**config.mk**
```make
export PLATFORM = sky130hd
export DESIGN_NAME = ssp_port
export DESIGN_NICKNAME = d
export VERILOG_FILES = /design/src/design/ssp_pkg.sv /design/src/design/ssp_port.sv
export SDC_FILE = /design/constraint.sdc
export NUM_CORES = 1
export LEC_CHECK = 0
export BUFFER_PORTS_ARGS = -buffer_cell sky130_fd_sc_hd__buf_2
export CAP_MARGIN = 10
export CORE_UTILIZATION = 57
export CTS_BUF_LIST = sky130_fd_sc_hd__clkbuf_8
export DETAILED_ROUTE_END_ITERATION = 10
export PLACE_DENSITY = 0.8
export SLEW_MARGIN = 20
export SYNTH_ARGS = -nofsm -noshare
export SYNTH_HDL_FRONTEND = slang
export SYNTH_SLANG_ARGS = --single-unit
export TNS_END_PERCENT = 30
```
**constraint.sdc**
```tcl
create_clock -name clk -period 2.7 [get_ports clk]
set_input_delay 0.405 -clock clk [delete_from_list [all_inputs] [get_ports clk]]
set_output_delay 0.405 -clock clk [all_outputs]
set_load 0.05 [all_outputs]
```
**src/design/ssp_pkg.sv**
```systemverilog
package ssp_pkg;

    // Register byte offsets
    localparam logic [3:0] OFF_CONTROL_ONE = 4'h0;
    localparam logic [3:0] OFF_PORT_STATUS = 4'h4;
    localparam logic [3:0] OFF_XFER_BUFFER = 4'h8;
    localparam logic [3:0] OFF_PIN_CONTROL = 4'hc;

    // control_one fields
    localparam int CTL_COLL_BIT = 7;
    localparam int CTL_OVF_BIT  = 6;
    localparam int CTL_EN_BIT   = 5;
    localparam int CTL_POL_BIT  = 4;

    // port_status fields
    localparam int STAT_LATE_BIT = 7;
    localparam int STAT_CKE_BIT  = 6;
    localparam int STAT_FULL_BIT = 0;

    // pin_control fields
    localparam int PIN_SCK_DIR_BIT  = 0;
    localparam int PIN_SDO_DIR_BIT  = 1;
    localparam int PIN_SS_DIR_BIT   = 2;
    localparam int PIN_IRQ_EN_BIT   = 3;
    localparam int PIN_IRQ_FLAG_BIT = 4;

    // Reset values
    localparam logic [7:0] CONTROL_ONE_RST = 8'h00;
    localparam logic [1:0] PORT_STATUS_RST = 2'h0;
    localparam logic [2:0] PIN_DIR_RST     = 3'h7;

    // mode_select codes
    localparam logic [3:0] MODE_M_DIV4  = 4'h0;
    localparam logic [3:0] MODE_M_DIV16 = 4'h1;
    localparam logic [3:0] MODE_M_DIV64 = 4'h2;
    localparam logic [3:0] MODE_M_TMR   = 4'h3;
    localparam logic [3:0] MODE_S_SS    = 4'h4;
    localparam logic [3:0] MODE_S_NOSS  = 4'h5;

    // Bit clock timing: serial clock toggles every half bit period
    localparam int OSC_DIV4     = 4;
    localparam int OSC_DIV16    = 16;
    localparam int OSC_DIV64    = 64;
    localparam logic [5:0] HALF_DIV4  = 6'(OSC_DIV4 / 2);
    localparam logic [5:0] HALF_DIV16 = 6'(OSC_DIV16 / 2);
    localparam logic [5:0] HALF_DIV64 = 6'(OSC_DIV64 / 2);
    localparam logic [3:0] BITS_PER_BYTE = 4'h8;
    localparam logic [4:0] SCK_EDGES     = 5'h10;
    localparam logic [4:0] LAST_TICK     = 5'h11;

    localparam logic [1:0] RESP_OKAY   = 2'b00;
    localparam logic [1:0] RESP_SLVERR = 2'b10;

    typedef enum logic [1:0] {ST_IDLE, ST_MASTER, ST_SLAVE} ssp_state_t;

endpackage : ssp_pkg

```
**src/design/ssp_port.sv**
```systemverilog
// Decided for this implementation: the AXI4-Lite interface to the registers and the register offsets.
`timescale 1ns/1ps
// What this block does
// - Software sets pin directions per master/slave role.
// - Opposite direction bit overrides a pin's function.
// - Master may start a transfer at any time.
// - Master buffer write starts 8-bit exchange immediately.
// - Receive-only master still shifts and loads bytes.
// - Bytes go out MSB first; idle level set.
// - Master clock: osc/4, /16, /64 or timer/2.
// - With edge_select, first bit precedes first edge.
// - Shift out on programmed edge, capture on other.
// - Slave shifts on external clock; flag at last bit.
// - Slave keeps running in sleep; byte wakes device.
// - Select-controlled slave: low select enables, drives out.
// - Select high floats serial_out one clock later.
// - Select high or disable clears bit counter.
// - serial_out as input disables transmission.
// - Master sleep freezes transfer; resumes on wake.
// - Slave shift is free of core; 8 bits flag.
// - Enabled interrupt wakes device; disabled does not.
// - Device reset disables port, aborts transfer.
// - mode_select codes; other codes invalid.
// - Busy write ignored, sets collision; full flag.
// - Slave unread buffer: overflow, new byte dropped.
// - Master sample middle or end; slave uses middle.
module ssp_port
    import ssp_pkg::*;
#(
    parameter int ADDR_W = 4
) (
    input  wire logic              clk,           // 10 MHz core clock
    input  wire logic              rst_b,         // Async reset, active low
    input  wire logic [ADDR_W-1:0] s_axi_awaddr,  // Write address
    input  wire logic              s_axi_awvalid, // Write address valid
    output logic                   s_axi_awready, // Write address ready
    input  wire logic [31:0]       s_axi_wdata,   // Write data
    input  wire logic [3:0]        s_axi_wstrb,   // Write strobes
    input  wire logic              s_axi_wvalid,  // Write data valid
    output logic                   s_axi_wready,  // Write data ready
    output logic [1:0]             s_axi_bresp,   // Write response
    output logic                   s_axi_bvalid,  // Write response valid
    input  wire logic              s_axi_bready,  // Write response ready
    input  wire logic [ADDR_W-1:0] s_axi_araddr,  // Read address
    input  wire logic              s_axi_arvalid, // Read address valid
    output logic                   s_axi_arready, // Read address ready
    output logic [31:0]            s_axi_rdata,   // Read data
    output logic [1:0]             s_axi_rresp,   // Read response
    output logic                   s_axi_rvalid,  // Read data valid
    input  wire logic              s_axi_rready,  // Read data ready
    input  wire logic              sck_in,        // Serial clock pin level
    output logic                   sck_out,       // Serial clock drive value
    output logic                   sck_oe,        // Serial clock drive enable
    input  wire logic              sdi_in,        // serial_in pin level
    output logic                   sdo_out,       // serial_out drive value
    output logic                   sdo_oe,        // serial_out drive enable
    input  wire logic              ss_n_in,       // Slave select, active low
    input  wire logic              timer_two_tick, // timer_two output pulse
    input  wire logic              sleep_mode,    // Device asleep
    output logic                   wake_req       // Wake request level
);

    if (ADDR_W < 4) begin : g_bad_addr
        $error("ssp_port: ADDR_W must be at least 4");
    end

    function automatic logic is_master(input logic [3:0] m);
        return m <= MODE_M_TMR;
    endfunction : is_master

    function automatic logic addr_ok(input logic [ADDR_W-1:0] a);
        return ((a >> 4) == '0) && (a[1:0] == 2'b00);
    endfunction : addr_ok

    // Bus state
    logic              aw_got_reg;
    logic              w_got_reg;
    logic [ADDR_W-1:0] aw_addr_reg;
    logic [7:0]        w_data_reg;
    logic              w_strb0_reg;
    // Software-visible bits
    logic       coll_reg, ovf_reg, en_reg, pol_reg;
    logic [3:0] mode_reg;
    logic       late_reg, cke_reg, full_reg;
    logic [7:0] buf_reg;
    logic       dir_sck_reg, dir_sdo_reg, dir_ss_reg, irq_en_reg, irq_flag_reg;
    // Shift engine
    ssp_state_t state_reg;
    logic [4:0] tick_cnt_reg;
    logic [5:0] div_cnt_reg;
    logic [7:0] tx_reg;
    logic [7:0] shift_reg;
    logic [3:0] bit_cnt_reg;
    logic       sck_prev_reg;

    logic       aw_hs, w_hs, wr_fire, ar_hs, wr_ok;
    logic       wr_ctl, wr_pin, wr_stat, wr_buf, rd_buf;
    logic       master_mode, slave_mode, mode_ok, ss_block, busy;
    logic       start_master, collision, load_tx;
    logic       half_tick, m_out, m_take, m_done;
    logic       s_edge, s_lead, s_trail, s_out, s_take, s_done;
    logic [4:0] t;
    logic [5:0] half_len;
    logic [7:0] rx_next;
    logic       done, take_byte, overflow;

    assign aw_hs   = s_axi_awvalid && s_axi_awready;
    assign w_hs    = s_axi_wvalid && s_axi_wready;
    assign ar_hs   = s_axi_arvalid && s_axi_arready;
    assign wr_fire = aw_got_reg && w_got_reg && !s_axi_bvalid;
    assign wr_ok   = wr_fire && w_strb0_reg && addr_ok(aw_addr_reg);
    assign wr_ctl  = wr_ok && (aw_addr_reg[3:0] == OFF_CONTROL_ONE);
    assign wr_stat = wr_ok && (aw_addr_reg[3:0] == OFF_PORT_STATUS);
    assign wr_buf  = wr_ok && (aw_addr_reg[3:0] == OFF_XFER_BUFFER);
    assign wr_pin  = wr_ok && (aw_addr_reg[3:0] == OFF_PIN_CONTROL);
    assign rd_buf  = ar_hs && addr_ok(s_axi_araddr)
                     && (s_axi_araddr[3:0] == OFF_XFER_BUFFER);

    // Reserved codes leave the port idle
    assign mode_ok     = mode_reg <= MODE_S_NOSS;
    assign master_mode = is_master(mode_reg);
    assign slave_mode  = mode_ok && !is_master(mode_reg);
    // A select pin turned to output is treated as deselected
    assign ss_block    = (mode_reg == MODE_S_SS) && (ss_n_in || !dir_ss_reg);
    assign busy = (state_reg == ST_MASTER)
                  || ((state_reg == ST_SLAVE) && (bit_cnt_reg != 4'h0));
    assign collision    = wr_buf && busy;
    assign start_master = wr_buf && en_reg && master_mode
                          && (state_reg == ST_IDLE);
    assign load_tx      = wr_buf && !busy;

    always_comb begin
        unique case (mode_reg)
            MODE_M_DIV16: half_len = HALF_DIV16;
            MODE_M_DIV64: half_len = HALF_DIV64;
            default:      half_len = HALF_DIV4;
        endcase
    end

    // Sleep stops the master bit clock where it stands
    assign half_tick = (state_reg == ST_MASTER) && !sleep_mode
                       && ((mode_reg == MODE_M_TMR) ? timer_two_tick
                                                    : (div_cnt_reg == half_len - 6'h1));
    assign t = tick_cnt_reg + 5'h1;
    // Output on one edge parity, sample on the other or at end of bit
    assign m_out = half_tick && (cke_reg ? (!t[0] && t < 5'h0f)
                                         : (t[0] && t < SCK_EDGES));
    assign m_take = half_tick && (late_reg
                   ? (cke_reg ? (!t[0] && t <= SCK_EDGES) : (t[0] && t >= 5'h03))
                   : (cke_reg ? (t[0] && t < SCK_EDGES) : (!t[0] && t <= SCK_EDGES)));
    assign m_done = half_tick && (t == LAST_TICK);

    // Slave edges come only from the external clock pin; sleep never gates them
    assign s_edge  = (state_reg == ST_SLAVE) && dir_sck_reg && !ss_block
                     && (sck_in != sck_prev_reg);
    assign s_lead  = s_edge && (sck_in != pol_reg);
    assign s_trail = s_edge && (sck_in == pol_reg);
    assign s_out   = cke_reg ? s_trail : s_lead;
    assign s_take  = cke_reg ? s_lead : s_trail;
    assign s_done  = s_take && (bit_cnt_reg == BITS_PER_BYTE - 4'h1);

    assign rx_next   = (m_take || s_take) ? {shift_reg[6:0], sdi_in} : shift_reg;
    assign done      = m_done || s_done;
    assign overflow  = s_done && full_reg && !rd_buf;
    assign take_byte = done && !overflow;

    // Write channel
    always_ff @(posedge clk or negedge rst_b) begin
        if (!rst_b) begin
            aw_got_reg    <= 1'b0;
            w_got_reg     <= 1'b0;
            aw_addr_reg   <= '0;
            w_data_reg    <= 8'h00;
            w_strb0_reg   <= 1'b0;
            s_axi_awready <= 1'b1;
            s_axi_wready  <= 1'b1;
            s_axi_bvalid  <= 1'b0;
            s_axi_bresp   <= RESP_OKAY;
        end else begin
            if (aw_hs) begin
                aw_got_reg    <= 1'b1;
                aw_addr_reg   <= s_axi_awaddr;
                s_axi_awready <= 1'b0;
            end
            if (w_hs) begin
                w_got_reg    <= 1'b1;
                w_data_reg   <= s_axi_wdata[7:0];
                w_strb0_reg  <= s_axi_wstrb[0];
                s_axi_wready <= 1'b0;
            end
            if (wr_fire) begin
                aw_got_reg   <= 1'b0;
                w_got_reg    <= 1'b0;
                s_axi_bvalid <= 1'b1;
                s_axi_bresp  <= addr_ok(aw_addr_reg) ? RESP_OKAY : RESP_SLVERR;
            end
            if (s_axi_bvalid && s_axi_bready) begin
                s_axi_bvalid  <= 1'b0;
                s_axi_awready <= 1'b1;
                s_axi_wready  <= 1'b1;
            end
        end
    end

    // Read channel
    always_ff @(posedge clk or negedge rst_b) begin
        if (!rst_b) begin
            s_axi_arready <= 1'b1;
            s_axi_rvalid  <= 1'b0;
            s_axi_rdata   <= 32'h0000_0000;
            s_axi_rresp   <= RESP_OKAY;
        end else if (ar_hs) begin
            s_axi_arready <= 1'b0;
            s_axi_rvalid  <= 1'b1;
            s_axi_rresp   <= addr_ok(s_axi_araddr) ? RESP_OKAY : RESP_SLVERR;
            s_axi_rdata   <= 32'h0000_0000;
            if (addr_ok(s_axi_araddr)) begin
                unique case (s_axi_araddr[3:0])
                    OFF_CONTROL_ONE: s_axi_rdata[7:0] <= {coll_reg, ovf_reg, en_reg,
                                                          pol_reg, mode_reg};
                    OFF_PORT_STATUS: s_axi_rdata[7:0] <= {late_reg, cke_reg, 5'h00, full_reg};
                    OFF_XFER_BUFFER: s_axi_rdata[7:0] <= buf_reg;
                    OFF_PIN_CONTROL: s_axi_rdata[7:0] <= {3'h0, irq_flag_reg, irq_en_reg,
                                                          dir_ss_reg, dir_sdo_reg,
                                                          dir_sck_reg};
                    default:         s_axi_rdata[7:0] <= 8'h00;
                endcase
            end
        end else if (s_axi_rvalid && s_axi_rready) begin
            s_axi_rvalid  <= 1'b0;
            s_axi_arready <= 1'b1;
        end
    end

    // Configuration; hardware sets of sticky flags win over clears
    always_ff @(posedge clk or negedge rst_b) begin
        if (!rst_b) begin
            {coll_reg, ovf_reg, en_reg, pol_reg, mode_reg} <= CONTROL_ONE_RST;
            {late_reg, cke_reg} <= PORT_STATUS_RST;
            {dir_ss_reg, dir_sdo_reg, dir_sck_reg} <= PIN_DIR_RST;
            irq_en_reg   <= 1'b0;
            irq_flag_reg <= 1'b0;
            full_reg     <= 1'b0;
        end else begin
            if (wr_ctl) begin
                en_reg   <= w_data_reg[CTL_EN_BIT];
                pol_reg  <= w_data_reg[CTL_POL_BIT];
                mode_reg <= w_data_reg[3:0];
            end
            coll_reg <= collision || (wr_ctl ? w_data_reg[CTL_COLL_BIT] : coll_reg);
            ovf_reg  <= overflow || (wr_ctl ? w_data_reg[CTL_OVF_BIT] : ovf_reg);
            if (wr_stat) begin
                late_reg <= w_data_reg[STAT_LATE_BIT];
                cke_reg <= w_data_reg[STAT_CKE_BIT];
            end
            if (wr_pin) begin
                dir_sck_reg <= w_data_reg[PIN_SCK_DIR_BIT];
                dir_sdo_reg <= w_data_reg[PIN_SDO_DIR_BIT];
                dir_ss_reg  <= w_data_reg[PIN_SS_DIR_BIT];
                irq_en_reg  <= w_data_reg[PIN_IRQ_EN_BIT];
            end
            irq_flag_reg <= done
                            || (wr_pin ? w_data_reg[PIN_IRQ_FLAG_BIT] : irq_flag_reg);
            full_reg <= take_byte || (full_reg && !rd_buf);
        end
    end

    // Transfer buffer: a write while not busy loads it, a finished byte replaces it unless it overflows
    always_ff @(posedge clk or negedge rst_b) begin
        if (!rst_b) begin
            buf_reg <= 8'h00;
        end else if (take_byte) begin
            buf_reg <= rx_next;
        end else if (load_tx) begin
            buf_reg <= w_data_reg;
        end
    end

    // Shift engine
    always_ff @(posedge clk or negedge rst_b) begin
        if (!rst_b) begin
            state_reg    <= ST_IDLE;
            tick_cnt_reg <= 5'h00;
            div_cnt_reg  <= 6'h00;
            bit_cnt_reg  <= 4'h0;
            shift_reg    <= 8'h00;
        end else if (!en_reg || !mode_ok) begin
            state_reg    <= ST_IDLE;
            tick_cnt_reg <= 5'h00;
            div_cnt_reg  <= 6'h00;
            bit_cnt_reg  <= 4'h0;
        end else begin
            shift_reg <= rx_next;
            unique case (state_reg)
                ST_IDLE: begin
                    if (slave_mode) begin
                        state_reg <= ST_SLAVE;
                    end else if (start_master) begin
                        state_reg    <= ST_MASTER;
                        tick_cnt_reg <= 5'h00;
                        div_cnt_reg  <= 6'h00;
                    end
                end
                ST_MASTER: begin
                    if (half_tick) begin
                        div_cnt_reg  <= 6'h00;
                        tick_cnt_reg <= m_done ? 5'h00 : t;
                        if (m_done) begin
                            state_reg <= ST_IDLE;
                        end
                    end else if (!sleep_mode) begin
                        div_cnt_reg <= div_cnt_reg + 6'h1;
                    end
                end
                ST_SLAVE: begin
                    if (!slave_mode) begin
                        state_reg <= ST_IDLE;
                    end
                    if (ss_block) begin
                        bit_cnt_reg <= 4'h0;
                    end else if (s_take) begin
                        bit_cnt_reg <= s_done ? 4'h0 : bit_cnt_reg + 4'h1;
                    end
                end
            endcase
        end
    end

    // Transmit path, MSB first
    always_ff @(posedge clk or negedge rst_b) begin
        if (!rst_b) begin
            tx_reg  <= 8'h00;
            sdo_out <= 1'b0;
        end else if (load_tx) begin
            // Edge_select puts bit 7 out before the first clock edge
            sdo_out <= w_data_reg[7];
            tx_reg  <= cke_reg ? {w_data_reg[6:0], 1'b0} : w_data_reg;
        end else if (m_out || s_out) begin
            sdo_out <= tx_reg[7];
            tx_reg  <= {tx_reg[6:0], 1'b0};
        end
    end

    // Pin drivers; enables settle one clock after their cause
    always_ff @(posedge clk or negedge rst_b) begin
        if (!rst_b) begin
            sck_out      <= 1'b0;
            sck_oe       <= 1'b0;
            sdo_oe       <= 1'b0;
            sck_prev_reg <= 1'b0;
            wake_req     <= 1'b0;
        end else begin
            sck_prev_reg <= sck_in;
            if (state_reg != ST_MASTER) begin
                sck_out <= pol_reg;
            end else if (half_tick && t <= SCK_EDGES) begin
                sck_out <= !sck_out;
            end
            sck_oe <= en_reg && master_mode && !dir_sck_reg;
            sdo_oe <= en_reg && mode_ok && !dir_sdo_reg
                      && !ss_block;
            // Slave logic runs on the core clock, which stays up in sleep
            wake_req <= irq_flag_reg && irq_en_reg;
        end
    end

    a_sck_idle_level: assert property (@(posedge clk) disable iff (!rst_b)
        (state_reg != ST_MASTER) |=> (sck_out == $past(pol_reg)))
        else $error("serial clock not at idle level");

    a_master_start: assert property (@(posedge clk) disable iff (!rst_b)
        start_master && mode_ok |=> (state_reg == ST_MASTER) && (tick_cnt_reg == 5'h00))
        else $error("master transfer did not start");

    a_collision_ignored: assert property (@(posedge clk) disable iff (!rst_b)
        collision && !done |=> coll_reg && (buf_reg == $past(buf_reg)))
        else $error("busy write not flagged or not ignored");

    a_byte_full_flag: assert property (@(posedge clk) disable iff (!rst_b)
        take_byte |=> full_reg && (buf_reg == $past(rx_next)))
        else $error("completed byte not loaded");

    a_slave_overflow: assert property (@(posedge clk) disable iff (!rst_b)
        overflow |=> ovf_reg && (buf_reg == $past(buf_reg)))
        else $error("overflow not handled");

    a_select_release: assert property (@(posedge clk) disable iff (!rst_b)
        ss_block && en_reg |=> !sdo_oe && (bit_cnt_reg == 4'h0))
        else $error("select high left output driven or count set");

    a_disable_reset: assert property (@(posedge clk) disable iff (!rst_b)
        !en_reg |=> (state_reg == ST_IDLE) && (bit_cnt_reg == 4'h0) && !sck_oe)
        else $error("disabled port not held idle");

    a_sleep_freeze: assert property (@(posedge clk) disable iff (!rst_b)
        (state_reg == ST_MASTER) && sleep_mode && en_reg
        |=> $stable(tick_cnt_reg) && $stable(div_cnt_reg))
        else $error("master advanced during sleep");

    a_first_bit_ready: assert property (@(posedge clk) disable iff (!rst_b)
        start_master && cke_reg
        |=> (sdo_out == $past(w_data_reg[7])) && (sck_out == $past(pol_reg)))
        else $error("first bit not presented before clock edge");

    a_wake_gate: assert property (@(posedge clk) disable iff (!rst_b)
        ##1 (wake_req == $past(irq_flag_reg && irq_en_reg)))
        else $error("wake request does not follow enabled flag");

endmodule : ssp_port

```
## Yosys cells after proc, flatten, opt, wreduce, memory -nomap -nowiden

Index checks and enable logic that the tools add are counted.

- Register bits after elaboration: 95
- Input port bits: 56
- Output and inout port bits: 46

- $add $sub $neg: 4
- Order comparisons: 6
- Equal/unequal tests: 26
- Multiplexer cells: 63
- Reductions and logical operators: 95

Operators with widths:

| cell | number |
|---|---|
| $mux 8 | 7 |
| $logic_and 1x1->1 | 49 |
| $pmux 8 s4 | 1 |
| $mux 6 | 5 |
| $mux 1 | 28 |
| $mux 5 | 5 |
| $pmux 6 s2 | 2 |
| $mux 4 | 5 |
| $reduce_bool 2->1 | 10 |
| $eq 4x3->1 const B | 4 |
| $eq 4x4->1 const B | 4 |
| $mux 2 | 8 |
| $ne 3x2->1 const B | 5 |
| $logic_not 1->1 | 14 |
| $reduce_and 4->1 | 3 |
| $logic_or 1x1->1 | 10 |
| $pmux 5 s2 | 1 |
| $eq 4x2->1 const B | 2 |
| $logic_not 4->1 | 2 |
| $ne 4x3->1 const B | 2 |
| $add 6x1->6 const B | 1 |
| $eq 6x6->1 | 1 |
| $logic_not 2->1 | 3 |
| $pmux 2 s3 | 1 |
| other kinds (19) | 21 |

## Depth between registers and ports, before layout

Gate-level depths: netlist (run 1).

- Word-level depth: 14
- Depth in mapped cells: 10

## Worst setup path before layout (run 1)

No wires, ideal clock.

- Kind: register to register
- From: register s_axi_bvalid
- To: register tick_cnt_reg[2]
- Library setup time: 0.065 ns
- Arrival: 2.395 ns
- Slack: 0.240 ns
- Cell stages (with the launch flop): 8
- Path buffers: 1
- Cells stage by stage: dfrtp_1 nand3b_1 or4_1 o21ai_1 or4b_1 buf_2 nor3b_1 a211o_1

- Cells in the longest elaborated chain, start to end: 10

RTL lines:

| element | RTL line | source |
|---|---|---|
| start, declared | ssp_port.sv:42 | `output logic s_axi_bvalid,` |
| start signal, assigned | ssp_port.sv:177 | `s_axi_bvalid <= 1'b0;` |
| start signal, assigned | ssp_port.sv:194 | `s_axi_bvalid <= 1'b1;` |
| start signal, assigned | ssp_port.sv:198 | `s_axi_bvalid <= 1'b0;` |
| $logic_not 1->1 | ssp_port.sv:110 | `assign wr_fire = aw_got_reg && w_got_reg && !s_axi_bvalid;` |
| $logic_and 1x1->1 | ssp_port.sv:110 |  |
| $logic_and 1x1->1 (2 in series) | ssp_port.sv:111 | `assign wr_ok = wr_fire && w_strb0_reg && addr_ok(aw_addr_reg);` |
| $logic_and 1x1->1 | ssp_port.sv:114 | `assign wr_buf = wr_ok && (aw_addr_reg[3:0] == OFF_XFER_BUFFER);` |
| $logic_and 1x1->1 (2 in series) | ssp_port.sv:128 | `assign start_master = wr_buf && en_reg && master_mode` |
| $logic_and 1x1->1 | ssp_port.sv:129 | `&& (state_reg == ST_IDLE);` |
| $ne 3x2->1 (no source line) | n/a |  |
| $reduce_and 4->1 (no source line) | n/a |  |
| end signal, assigned | ssp_port.sv:307 | `tick_cnt_reg <= m_done ? 5'h00 : t;` |
| end, declared | ssp_port.sv:89 | `logic [4:0] tick_cnt_reg;` |

Every way passes these cells.
A chain may end at the register's enable or synchronous reset.

## Worst setup path after layout (run 1)

- From: register aw_addr_reg[1]
- To: register tick_cnt_reg[2]

- Cells in the longest elaborated chain, start to end: 8

RTL lines:

| element | RTL line | source |
|---|---|---|
| start, declared | ssp_port.sv:78 | `logic [ADDR_W-1:0] aw_addr_reg;` |
| start signal, assigned | ssp_port.sv:182 | `aw_addr_reg <= s_axi_awaddr;` |
| $logic_not 2->1 | ssp_port.sv:72 | `return ((a >> 4) == '0) && (a[1:0] == 2'b00);` |
| $logic_and 1x1->1 | ssp_port.sv:111 |  |
| $logic_and 1x1->1 * | ssp_port.sv:114 |  |
| $logic_and 1x1->1 * (2 in series) | ssp_port.sv:128 |  |
| $logic_and 1x1->1 * | ssp_port.sv:129 |  |
| $ne 3x2->1 (no source line) * | n/a |  |
| $reduce_and 4->1 (no source line) * | n/a |  |

Mark *: on every way between the ends. The rest lies on a longest branch, timed or not.

==> flow_metrics.tcl, run 1 <==
set metrics [dict create \
    clock-sinks 93 \
    path_cells "or3b_1, or4_1, o21ai_1, or4b_1, nor3b_1, a211o_1" \
    cp_slowest_stage_delay_ns 0.60 \
    htreeDepth 3 \
    endpoint_kind "register" \
    ff2ff_path_depth 6 \
    muxShareOfSynthArea_pct 13.4 \
    worst_ir_drop_vdd_mv 0.553 \
    setup_tns_ns 0 \
    dp_slack_ns 0.104 \
    tightestPinTransition_ns 0.573 \
    regToRegSetupSlack_ns 0.17 \
    synth_top_family_by_area "simple AND/OR/NAND/NOR gates" \
    rows 33 \
    grt_pass1_wl_um 17700 \
    netlist_instances 480 \
    startpoint_type "register" \
    seq_area_frac_synth_pct 46.8 \
    initial_core_util_pct 59.8 \
    routed-via-count 3795 \
    dp_hpwl_um 7970 \
    synth_xor_area_share_pct 2.06 \
    grt_pass1_vias 3755 \
    async_flop_share_pct 100 \
    status "finished, final reports clean" \
    syn_avg_cell_area_um2 10.4 \
    place.gp.congestion 0.834 \
    diodes 0 \
    slew_viol_final 0 \
    synth_area_um2 4990 \
    postCtsHoldBufs 0 \
    ys_types 61 \
    drt_wl_total_um 10600 \
    clock.fmax_ghz 0.396 \
    maxCapViolCount 0 \
    post-route-period-util_pct 93.6 \
    synth-simple-area-share_pct 14.3 \
    dieArea_um2 9130 \
    fin_crit_ns 2.53 \
    num-nets-final 606 \
    reg2reg_from "aw_addr_reg[1]$_DFFE_PN0P_" \
    hold_class "input pin to async pin" \
    antenna_found_initial 0 \
    crit_path_top_delay_cell "or4b_1" \
    area_growth_pct 10.9 \
    io_pins 102 \
    firstDrtPassIters 5 \
    worstPathMaxFanout 6 \
    fillCellCount 647 \
    synth_compound_area_share_pct 14.1 \
    setup_viol 0 \
    placed_area_um2 5340 \
    route.detailed.drc 0 \
    via_per_inst 5.83 \
    grt_max_degree 52 \
    grt_usage_pct 25.5 \
    die-width_um 95.5 \
    crit_type "register to register" \
    design_area_um2 5530 \
    layout-drive-gt1-share_pct 24.0 \
    die_height_um 95.5 \
    yosysWarnings 0 \
    r2r_end "tick_cnt_reg[2]$_DFFE_PN0P_" \
    antenna_left 0 \
    cellLeakagePower_nw 2.54 \
    cts_root_buffer "clkbuf_8" \
    clockBufferDepth 2 \
    ys.flop_type "dfrtp_1" \
    slew_headroom_pct 61.8 \
    synth-adder-area-share_pct 2.26 \
    cp.arrival_ns 2.83 \
    path_clk_slew_ns 0.10 \
    worst_slack_ns 0.174 \
    worst_ep_required_time_ns 3.00 \
    finalHoldViolations 0 \
    wl_per_cell_um 16.3 \
    synth_seq_cells 93 \
    rsz0062_at_grt "false" \
    port_buffers 48 \
    grt_overflow 0 \
    clk_latency_ns 0.36 \
    cts_tree "yes" \
    core_um2 8340 \
    cts-buffers-inserted 9 \
    multi_input_area_um2 2400 \
    synth_edf_count 0 \
    power.density_nw_per_um2 839 \
    fin_worst_skew_ns 0.0102 \
    drt_first_iter_violations 189 \
    regArea_um2 2340 \
]
[power breakdown]
group          switching [mW]  leakage, nW  total, mW  internal, mW
Combinational            1.01         1.27       1.62         0.618
Clock                   0.533       0.0984      0.891         0.358
Sequential              0.356         1.17       2.13          1.77
Total                    1.90         2.54       4.64          2.75
[layout by cell type, fill, tap and decap left out, types with 17 or more instances in the layout]
cell type | Yosys | layout
mux2_2 | 29 | 29
nor2_1 | 39 | 39
mux2i_1 | 23 | 23
o21ai_0 | 26 | 26
nand2_1 | 37 | 37
buf_4 | 27 | 18
nand3_1 | 17 | 17
a21oi_1 | 24 | 24
conb_1 | 1 | 26
buf_2 | 4 | 47
inv_1 | 24 | 24
dfrtp_1 | 87 | 86
[per-layer routing]
layer / GRT usage [%] / part of all wire [%] / vias up
met5: 0 / 0 / -
met4: 8.71 / 1.8 / 0
met3: 5.18 / 4.6 / 17
met2: 42.3 / 50 / 120
met1: 33.5 / 43 / 1879
li1: - / - / 1779
[metrics by stage]
step | std cells | hold WS [ns] | utilization [%] | total power, mW
finish | 651 | 0.0269 | 66.3 | 4.64
global route | 651 | 0.0658 | 66.3 | 4.92
CTS | 651 | 0.0372 | 66.3 | 4.66
detailed placement | 635 | 0.437 | 64.0 | 3.76
global placement | 635 | 0.434 | 64.0 | 3.70
floorplan | 505 | 0.109 | - | 3.29
[synth_stat cells, types with 2 or more instances]
cell	count	area [um^2]
nor3b_1	4	30.0
a31o_2	3	26.3
and3b_1	2	17.5
xor2_1	5	43.8
buf_4	27	203
and2_1	3	18.8
o221ai_1	7	61.3
nand2_1	37	139
xnor2_1	4	35.0
o2bb2ai_1	2	17.5
inv_1	24	90.1
or4b_1	2	20.0
a211oi_1	7	52.6
nor3_1	3	15.0
o21a_1	2	15.0
nor2b_1	5	31.3
or3_1	4	25.0
ha_1	9	113
a22oi_1	6	45.0
a21o_1	2	15.0
mux2_2	29	327
a31oi_1	3	18.8
nand4_1	3	18.8
a21boi_0	2	15.0
nor2_1	39	146
nor4_1	3	18.8
nand3b_1	2	15.0
nand2b_1	6	37.5
o21ai_1	3	15.0
mux2_1	8	90.1
a22o_1	2	17.5
nand3_1	17	85.1
dfrtp_1	87	2180
o22ai_1	2	12.5
mux2i_1	23	230
dfstp_2	6	158
buf_2	4	20.0
a211o_1	3	26.3
o21ai_0	26	130
a21oi_1	24	120
clkbuf_1	10	37.5
[final cells by class]
class | count | area share, %
Sequential cell | 93 | 42.2
Multi-Input combinational cell | 347 | 43.3
Tap cell | 105 | 2.38
Inverter | 24 | 1.63
Timing Repair Buffer | 66 | 7.06
Clock inverter | 7 | 1.13
Clock buffer | 9 | 2.24
[critical path: cells and delay by family, from the launching register on]
family,cells,cell delay (ns)
AND/OR/NAND/NOR,4,1.76
AO/OA/AOI/OAI,2,0.32
flip-flops,1,0.39
[timing repair]
item,CTS,global route
buffers inserted,0,0
setup endpoints to repair,0,9
gates resized for setup,0,2
[how the worst max path moves through the flow]
stage	from	to	cells after the start
4_1_cts	tick_cnt_reg[1]$_DFFE_PN0P_	shift_reg[3]$_DFFE_PN0P_	8
3_5_place_dp	sck_in	shift_reg[3]$_DFFE_PN0P_	8
2_1_floorplan	s_axi_bvalid$_DFFE_PN0P_	tick_cnt_reg[2]$_DFFE_PN0P_	7
6_report	aw_addr_reg[1]$_DFFE_PN0P_	tick_cnt_reg[2]$_DFFE_PN0P_	6
5_1_grt	state_reg[0]$_DFFE_PN0P_	tx_reg[5]$_DFFE_PN0P_	9
3_3_place_gp	sck_in	shift_reg[3]$_DFFE_PN0P_	8
[kinds of logic after synthesis]
logic type,after synthesis
compound gates,102
xor+xnor,10
fa+ha+maj,9
buf+inv,65
flops,93
mux,61
other cells,1
simple gates,139
Power figures use the tool's default switching activity.
==> run 2: changes to the inputs <==
--- a/config.mk
+++ b/config.mk
@@ -7,10 +7,9 @@
 export LEC_CHECK = 0
 export BUFFER_PORTS_ARGS = -buffer_cell sky130_fd_sc_hd__buf_2
 export CAP_MARGIN = 10
-export CORE_UTILIZATION = 57
-export CTS_BUF_LIST = sky130_fd_sc_hd__clkbuf_8
+export CORE_UTILIZATION = 55
 export DETAILED_ROUTE_END_ITERATION = 10
-export PLACE_DENSITY = 0.8
+export PLACE_DENSITY = 0.78
 export SLEW_MARGIN = 20
 export SYNTH_ARGS = -nofsm -noshare
 export SYNTH_HDL_FRONTEND = slang
==> run 2 against run 1 <==
Compared with the run above: the flow now finishes with violations (hold timing); setup slack improved by 0.0077 ns; cell count is the same; sequential cell count did not move; critical endpoint unchanged; clock-buffer cell count increased by 1; die area increased by 3.6%; clock power rose by 17%; highest routed layer unchanged; largest power group unchanged; register-to-register slack barely moved; global-route usage down 1.6 points; non-clock buffer count shrank 3; critical path type unchanged.
==> flow_metrics.tcl, run 2 (synthesis results as in run 1) <==
set metrics [dict create \
    rows 34 \
    cts_tree "yes" \
    clock.fmax_ghz 0.397 \
    setup_viol 0 \
    antenna_found_initial 0 \
    diodes 0 \
    startpoint_type "register" \
    postCtsHoldBufs 0 \
    fin_crit_ns 2.52 \
    cts-buffers-inserted 9 \
    via_per_inst 5.77 \
    multi_input_area_um2 2400 \
    status "complete, but fails checks" \
    whs_ns -0.000828 \
    wl_per_cell_um 16.8 \
    finalHoldViolations 1 \
    cts_resized 0 \
    fin_worst_skew_ns 0.0125 \
    place.gp.congestion 0.876 \
    maxCapViolCount 0 \
    dp_hpwl_um 8020 \
    setup_tns_ns 0 \
    final_common_cell "dfrtp_1" \
    htreeDepth 3 \
    rsz0062_at_grt "false" \
    endpoint_kind "register" \
    drt_first_iter_violations 147 \
    grt_max_degree 56 \
    power.density_nw_per_um2 866 \
    initial_core_util_pct 56.9 \
    grt_pass1_vias 3716 \
    die-width_um 97.2 \
    path_cells "or3b_1, or4_1, o21ai_1, or4b_4, nor3b_1, a211o_1" \
    drt_wl_total_um 10900 \
    regArea_um2 2330 \
    route.detailed.drc 0 \
    firstDrtPassIters 4 \
    worst_ir_drop_vdd_mv 0.564 \
    fillCellCount 722 \
    crit_path_top_delay_cell "or4b_4" \
    cts_root_buffer "clkbuf_8" \
    path_clk_slew_ns 0.10 \
    core_um2 8760 \
    tightestPinTransition_ns 0.577 \
    clock-sinks 93 \
    hold_class "input pin to async pin" \
    violations "hold timing" \
    clockBufferDepth 2 \
    grt_overflow 0 \
    area_growth_pct 11.3 \
    slew_viol_final 0 \
    die_height_um 97.2 \
    grt_pass1_wl_um 18000 \
    cp.arrival_ns 2.83 \
    slew_headroom_pct 61.4 \
    grt_usage_pct 24.0 \
    dieArea_um2 9450 \
    crit_type "register to register" \
    layout_common_cells "dfrtp_1, buf_2, nor2_1, nand2_1, mux2_2" \
    num-nets-final 603 \
    layout-drive-gt1-share_pct 23.4 \
    post-route-period-util_pct 93.3 \
    worstPathMaxFanout 6 \
    port_buffers 48 \
    power.total_mw 4.81 \
    cp_slowest_stage_delay_ns 0.54 \
    antenna_left 0 \
    clk_latency_ns 0.37 \
    worst_ep_required_time_ns 3.01 \
    io_pins 102 \
    routed-via-count 3757 \
    post_cts_buffers 0 \
    cellLeakagePower_nw 2.54 \
]
-- run 2: final cells by class --
class	count	area share, %
Clock buffer	10	2.30
Timing Repair Buffer	63	6.63
Inverter	24	1.62
Multi-Input combinational cell	347	43.2
Sequential cell	93	42.1
Tap cell	108	2.44
Clock inverter	6	1.69
-- run 2: final timing paths --
path / slack [ns] / cells past startpoint / to / from
setup / recovery: 0.18 / 6 / tick_cnt_reg[2]$_DFFE_PN0P_ / aw_addr_reg[1]$_DFFE_PN0P_
hold / removal: -0.0008 / 1 / bit_cnt_reg[2]$_DFFE_PN0P_ / rst_b
setup reg to reg: 0.18 / 6 / tick_cnt_reg[2]$_DFFE_PN0P_ / aw_addr_reg[1]$_DFFE_PN0P_
hold reg to reg: 0.48 / 2 / s_axi_rdata[7]$_DFFE_PN0P_ / s_axi_rdata[7]$_DFFE_PN0P_
max in group asynchronous: 1.98 / 2 / dir_ss_reg$_DFFE_PN1P_ / rst_b
min in group clk: 0.19 / 2 / s_axi_awready$_DFFE_PN1P_ / s_axi_awvalid
-- run 2: power breakdown --
part / switching (mW) / internal [mW] / leakage, nW / total, mW
Combinational: 1.03 / 0.612 / 1.26 / 1.64
Clock: 0.513 / 0.530 / 0.107 / 1.04
Sequential: 0.350 / 1.77 / 1.17 / 2.12
-- run 2: per-layer routing --
layer,track usage [%],part of all wire (%)
met5,0,0
met1,30.4,43
met3,6.12,5.1
met2,40.5,50
met4,7.35,1.9
-- run 2: through the flow --
stage / util, % / hold WS, ns / std cells / worst slack [ns] / cell area [um^2]
after floorplan: - / 0.109 / 505 / 0.240 / 5080
after global placement: 60.7 / 0.408 / 635 / 0.198 / 5320
after detailed placement: 60.7 / 0.416 / 635 / 0.154 / 5320
after CTS: 63.3 / 0.0123 / 651 / 0.126 / 5540
after global routing: 63.3 / 0.0336 / 651 / 0.00871 / 5550
final: 63.3 / -0.000828 / 651 / 0.182 / 5550
-- run 2: worst max-delay path, delay by kind of cell, from the launching register on --
| kind | cells | cell delay, ns |
|---|---|---|
| DFF | 1 | 0.39 |
| AOI/OAI and AO/OA | 2 | 0.37 |
| and+or+nand+nor | 4 | 1.69 |
==> run 3: changes to the inputs <==
--- a/config.mk
+++ b/config.mk
@@ -5,7 +5,7 @@
 export SDC_FILE = /design/constraint.sdc
 export NUM_CORES = 1
 export LEC_CHECK = 0
-export BUFFER_PORTS_ARGS = -buffer_cell sky130_fd_sc_hd__buf_2
+export BUFFER_PORTS_ARGS = -buffer_cell sky130_fd_sc_hd__buf_4
 export CAP_MARGIN = 10
 export CORE_UTILIZATION = 55
 export DETAILED_ROUTE_END_ITERATION = 10
==> run 3 against run 2 <==
Compared with the run above: the flow now finishes without violations; largest power group unchanged; utilization increased by 1.3 points; sequential share of layout area is 0.84 points lower; cell count is 0.46% higher; hold slack better by 0.0083 ns; clock-buffer cell count rose by 3; non-clock buffer count rose by 3; first-iteration DRC count grew 71%; sequential power is essentially flat; via count increased by 2.1%; largest cell class unchanged; critical path depth increased by 3; die area did not move; total power fell by 0.31%.
==> flow_metrics.tcl, run 3 (synthesis results as in run 1) <==
set metrics [dict create \
    num-nets-final 606 \
    tightestPinTransition_ns 0.554 \
    cellLeakagePower_nw 2.57 \
    die_height_um 97.2 \
    drt_wl_total_um 11300 \
    clk_latency_ns 0.37 \
    place.gp.congestion 0.848 \
    layout_common_cells "dfrtp_1, buf_4, nor2_1, nand2_1, mux2_2" \
    cts_tree "yes" \
    initial_core_util_pct 56.9 \
    core_um2 8760 \
    crit_top_cell "buf_4" \
    grt_pass1_vias 3807 \
    worst_ir_drop_vdd_mv 0.502 \
    grt_pass1_wl_um 18700 \
    finalHoldViolations 0 \
    clock.fmax_ghz 0.399 \
    crit_path_top_delay_cell "dfrtp_1" \
    comb_power_share_pct 35.1 \
    cp_slowest_stage_delay_ns 0.51 \
    seqPwrFrac_pct 44.7 \
    io_pins 102 \
    wl_per_cell_um 17.2 \
    placed_area_um2 5440 \
    design_area_um2 5660 \
    grt_max_degree 45 \
    crit_buf_inv 2 \
    p_sw_mw 1.88 \
    rows 34 \
    dp_hpwl_um 8270 \
    startpoint_type "register" \
    htreeDepth 3 \
    route.detailed.drc 0 \
    dieArea_um2 9450 \
    routed-via-count 3836 \
    post-route-util_pct 64.6 \
    slew_headroom_pct 63.1 \
    clock-sinks 93 \
    postCtsHoldBufs 0 \
    diodes 0 \
    layout-drive-gt1-share_pct 23.8 \
    maxCapViolCount 0 \
    cp.arrival_ns 2.76 \
    clkPwrFrac_pct 20.2 \
    antenna_left 0 \
    crit_family "compound AO/OA/AOI/OAI gates" \
    setup_tns_ns 0 \
    antenna_found_initial 0 \
    fin_crit_ns 2.50 \
    grt_overflow 0 \
    rsz0062_at_grt "false" \
    cts-buffers-inserted 9 \
    firstDrtPassIters 4 \
    slew_viol_final 0 \
    p_int_mw 2.92 \
    path_cells "xor3_1, a2111oi_4, buf_4, nand4b_2, a21oi_1, a31oi_2, buf_4, a31oi_1, o21ai_0" \
    swShare_pct 39.2 \
    die-width_um 97.2 \
    path_clk_slew_ns 0.09 \
    post-place-cells 636 \
    final_common_cell "dfrtp_1" \
    setup_viol 0 \
    post-route-period-util_pct 92.8 \
    grt_usage_pct 25.2 \
    endpoint_kind "register" \
    via_per_inst 5.87 \
    crit_type "register to register" \
    drt_first_iter_violations 251 \
    clockBufferDepth 2 \
    worstPathMaxFanout 16 \
    cts_root_buffer "clkbuf_8" \
    power.density_nw_per_um2 846 \
    worst_ep_required_time_ns 2.95 \
    final_cells 654 \
    status "finished, final reports clean" \
    hold_class "input pin to async pin" \
    fin_worst_skew_ns 0.00994 \
    port_buffers 48 \
    area_growth_pct 13.6 \
]
==> run 3: cell type report <==
| cell class | instances | area, um^2 |
|---|---|---|
| Fill cell | 691 | 3100 |
| Multi-Input combinational cell | 347 | 2400 |
| Sequential cell | 93 | 2330 |
| Timing Repair Buffer | 66 | 495 |
| Clock buffer | 13 | 159 |
| Tap cell | 108 | 135 |
| Inverter | 24 | 90.1 |
| Clock inverter | 3 | 43.8 |
==> run 3: per-stage QoR <==
| stage | worst slack, ns | total power, mW | hold slack, ns |
|---|---|---|---|
| 2_1_floorplan | 0.240 | 3.29 | 0.109 |
| 3_3_place_gp | 0.145 | 3.75 | 0.426 |
| 3_5_place_dp | 0.0713 | 3.83 | 0.431 |
| 4_1_cts | 0.0447 | 4.79 | 0.0248 |
| 5_1_grt | 0.0387 | 5.04 | 0.0475 |
| 6_report | 0.195 | 4.79 | 0.00751 |
==> run 3: final timing paths <==
path                                            startpoint  depth (start not counted)                          to  slack, ns
worst max-delay path                   pol_reg$_DFFE_PN0P_                          9      buf_reg[7]$_DFFE_PN0P_       0.20
worst min-delay path                                 rst_b                          1  bit_cnt_reg[1]$_DFFE_PN0P_      0.008
worst max register to register         pol_reg$_DFFE_PN0P_                          9      buf_reg[7]$_DFFE_PN0P_       0.20
worst min register to register  s_axi_rdata[7]$_DFFE_PN0P_                          2  s_axi_rdata[7]$_DFFE_PN0P_       0.50
max in group asynchronous                            rst_b                          2   s_axi_awready$_DFFE_PN1P_       1.97
min in group clk                             s_axi_awvalid                          2   s_axi_awready$_DFFE_PN1P_       0.19
==> run 3: power by group through the flow <==
stage | Sequential (mW) | Clock (mW) | Combinational [mW]
after floorplan | 2.28 | 0 | 1.01
after global placement | 2.13 | 0 | 1.62
after detailed placement | 2.16 | 0 | 1.67
after CTS | 2.13 | 0.984 | 1.68
after global routing | 2.18 | 1.03 | 1.83
final | 2.14 | 0.967 | 1.68
==> run 3: metal layers <==
layer,wire (um),GRT usage [%],vias to the layer above
met5,0,0,-
met4,307,10.7,0
met3,667,6.76,27
met2,5520,40.9,138
met1,4760,31.9,1888
li1,-,-,1783
==> run 3: timing repair <==
item | CTS | global route
setup endpoints to repair | 0 | 11
setup buffers | 0 | 2
gates resized for setup | 0 | 3
hold endpoints to repair | 0 | 0
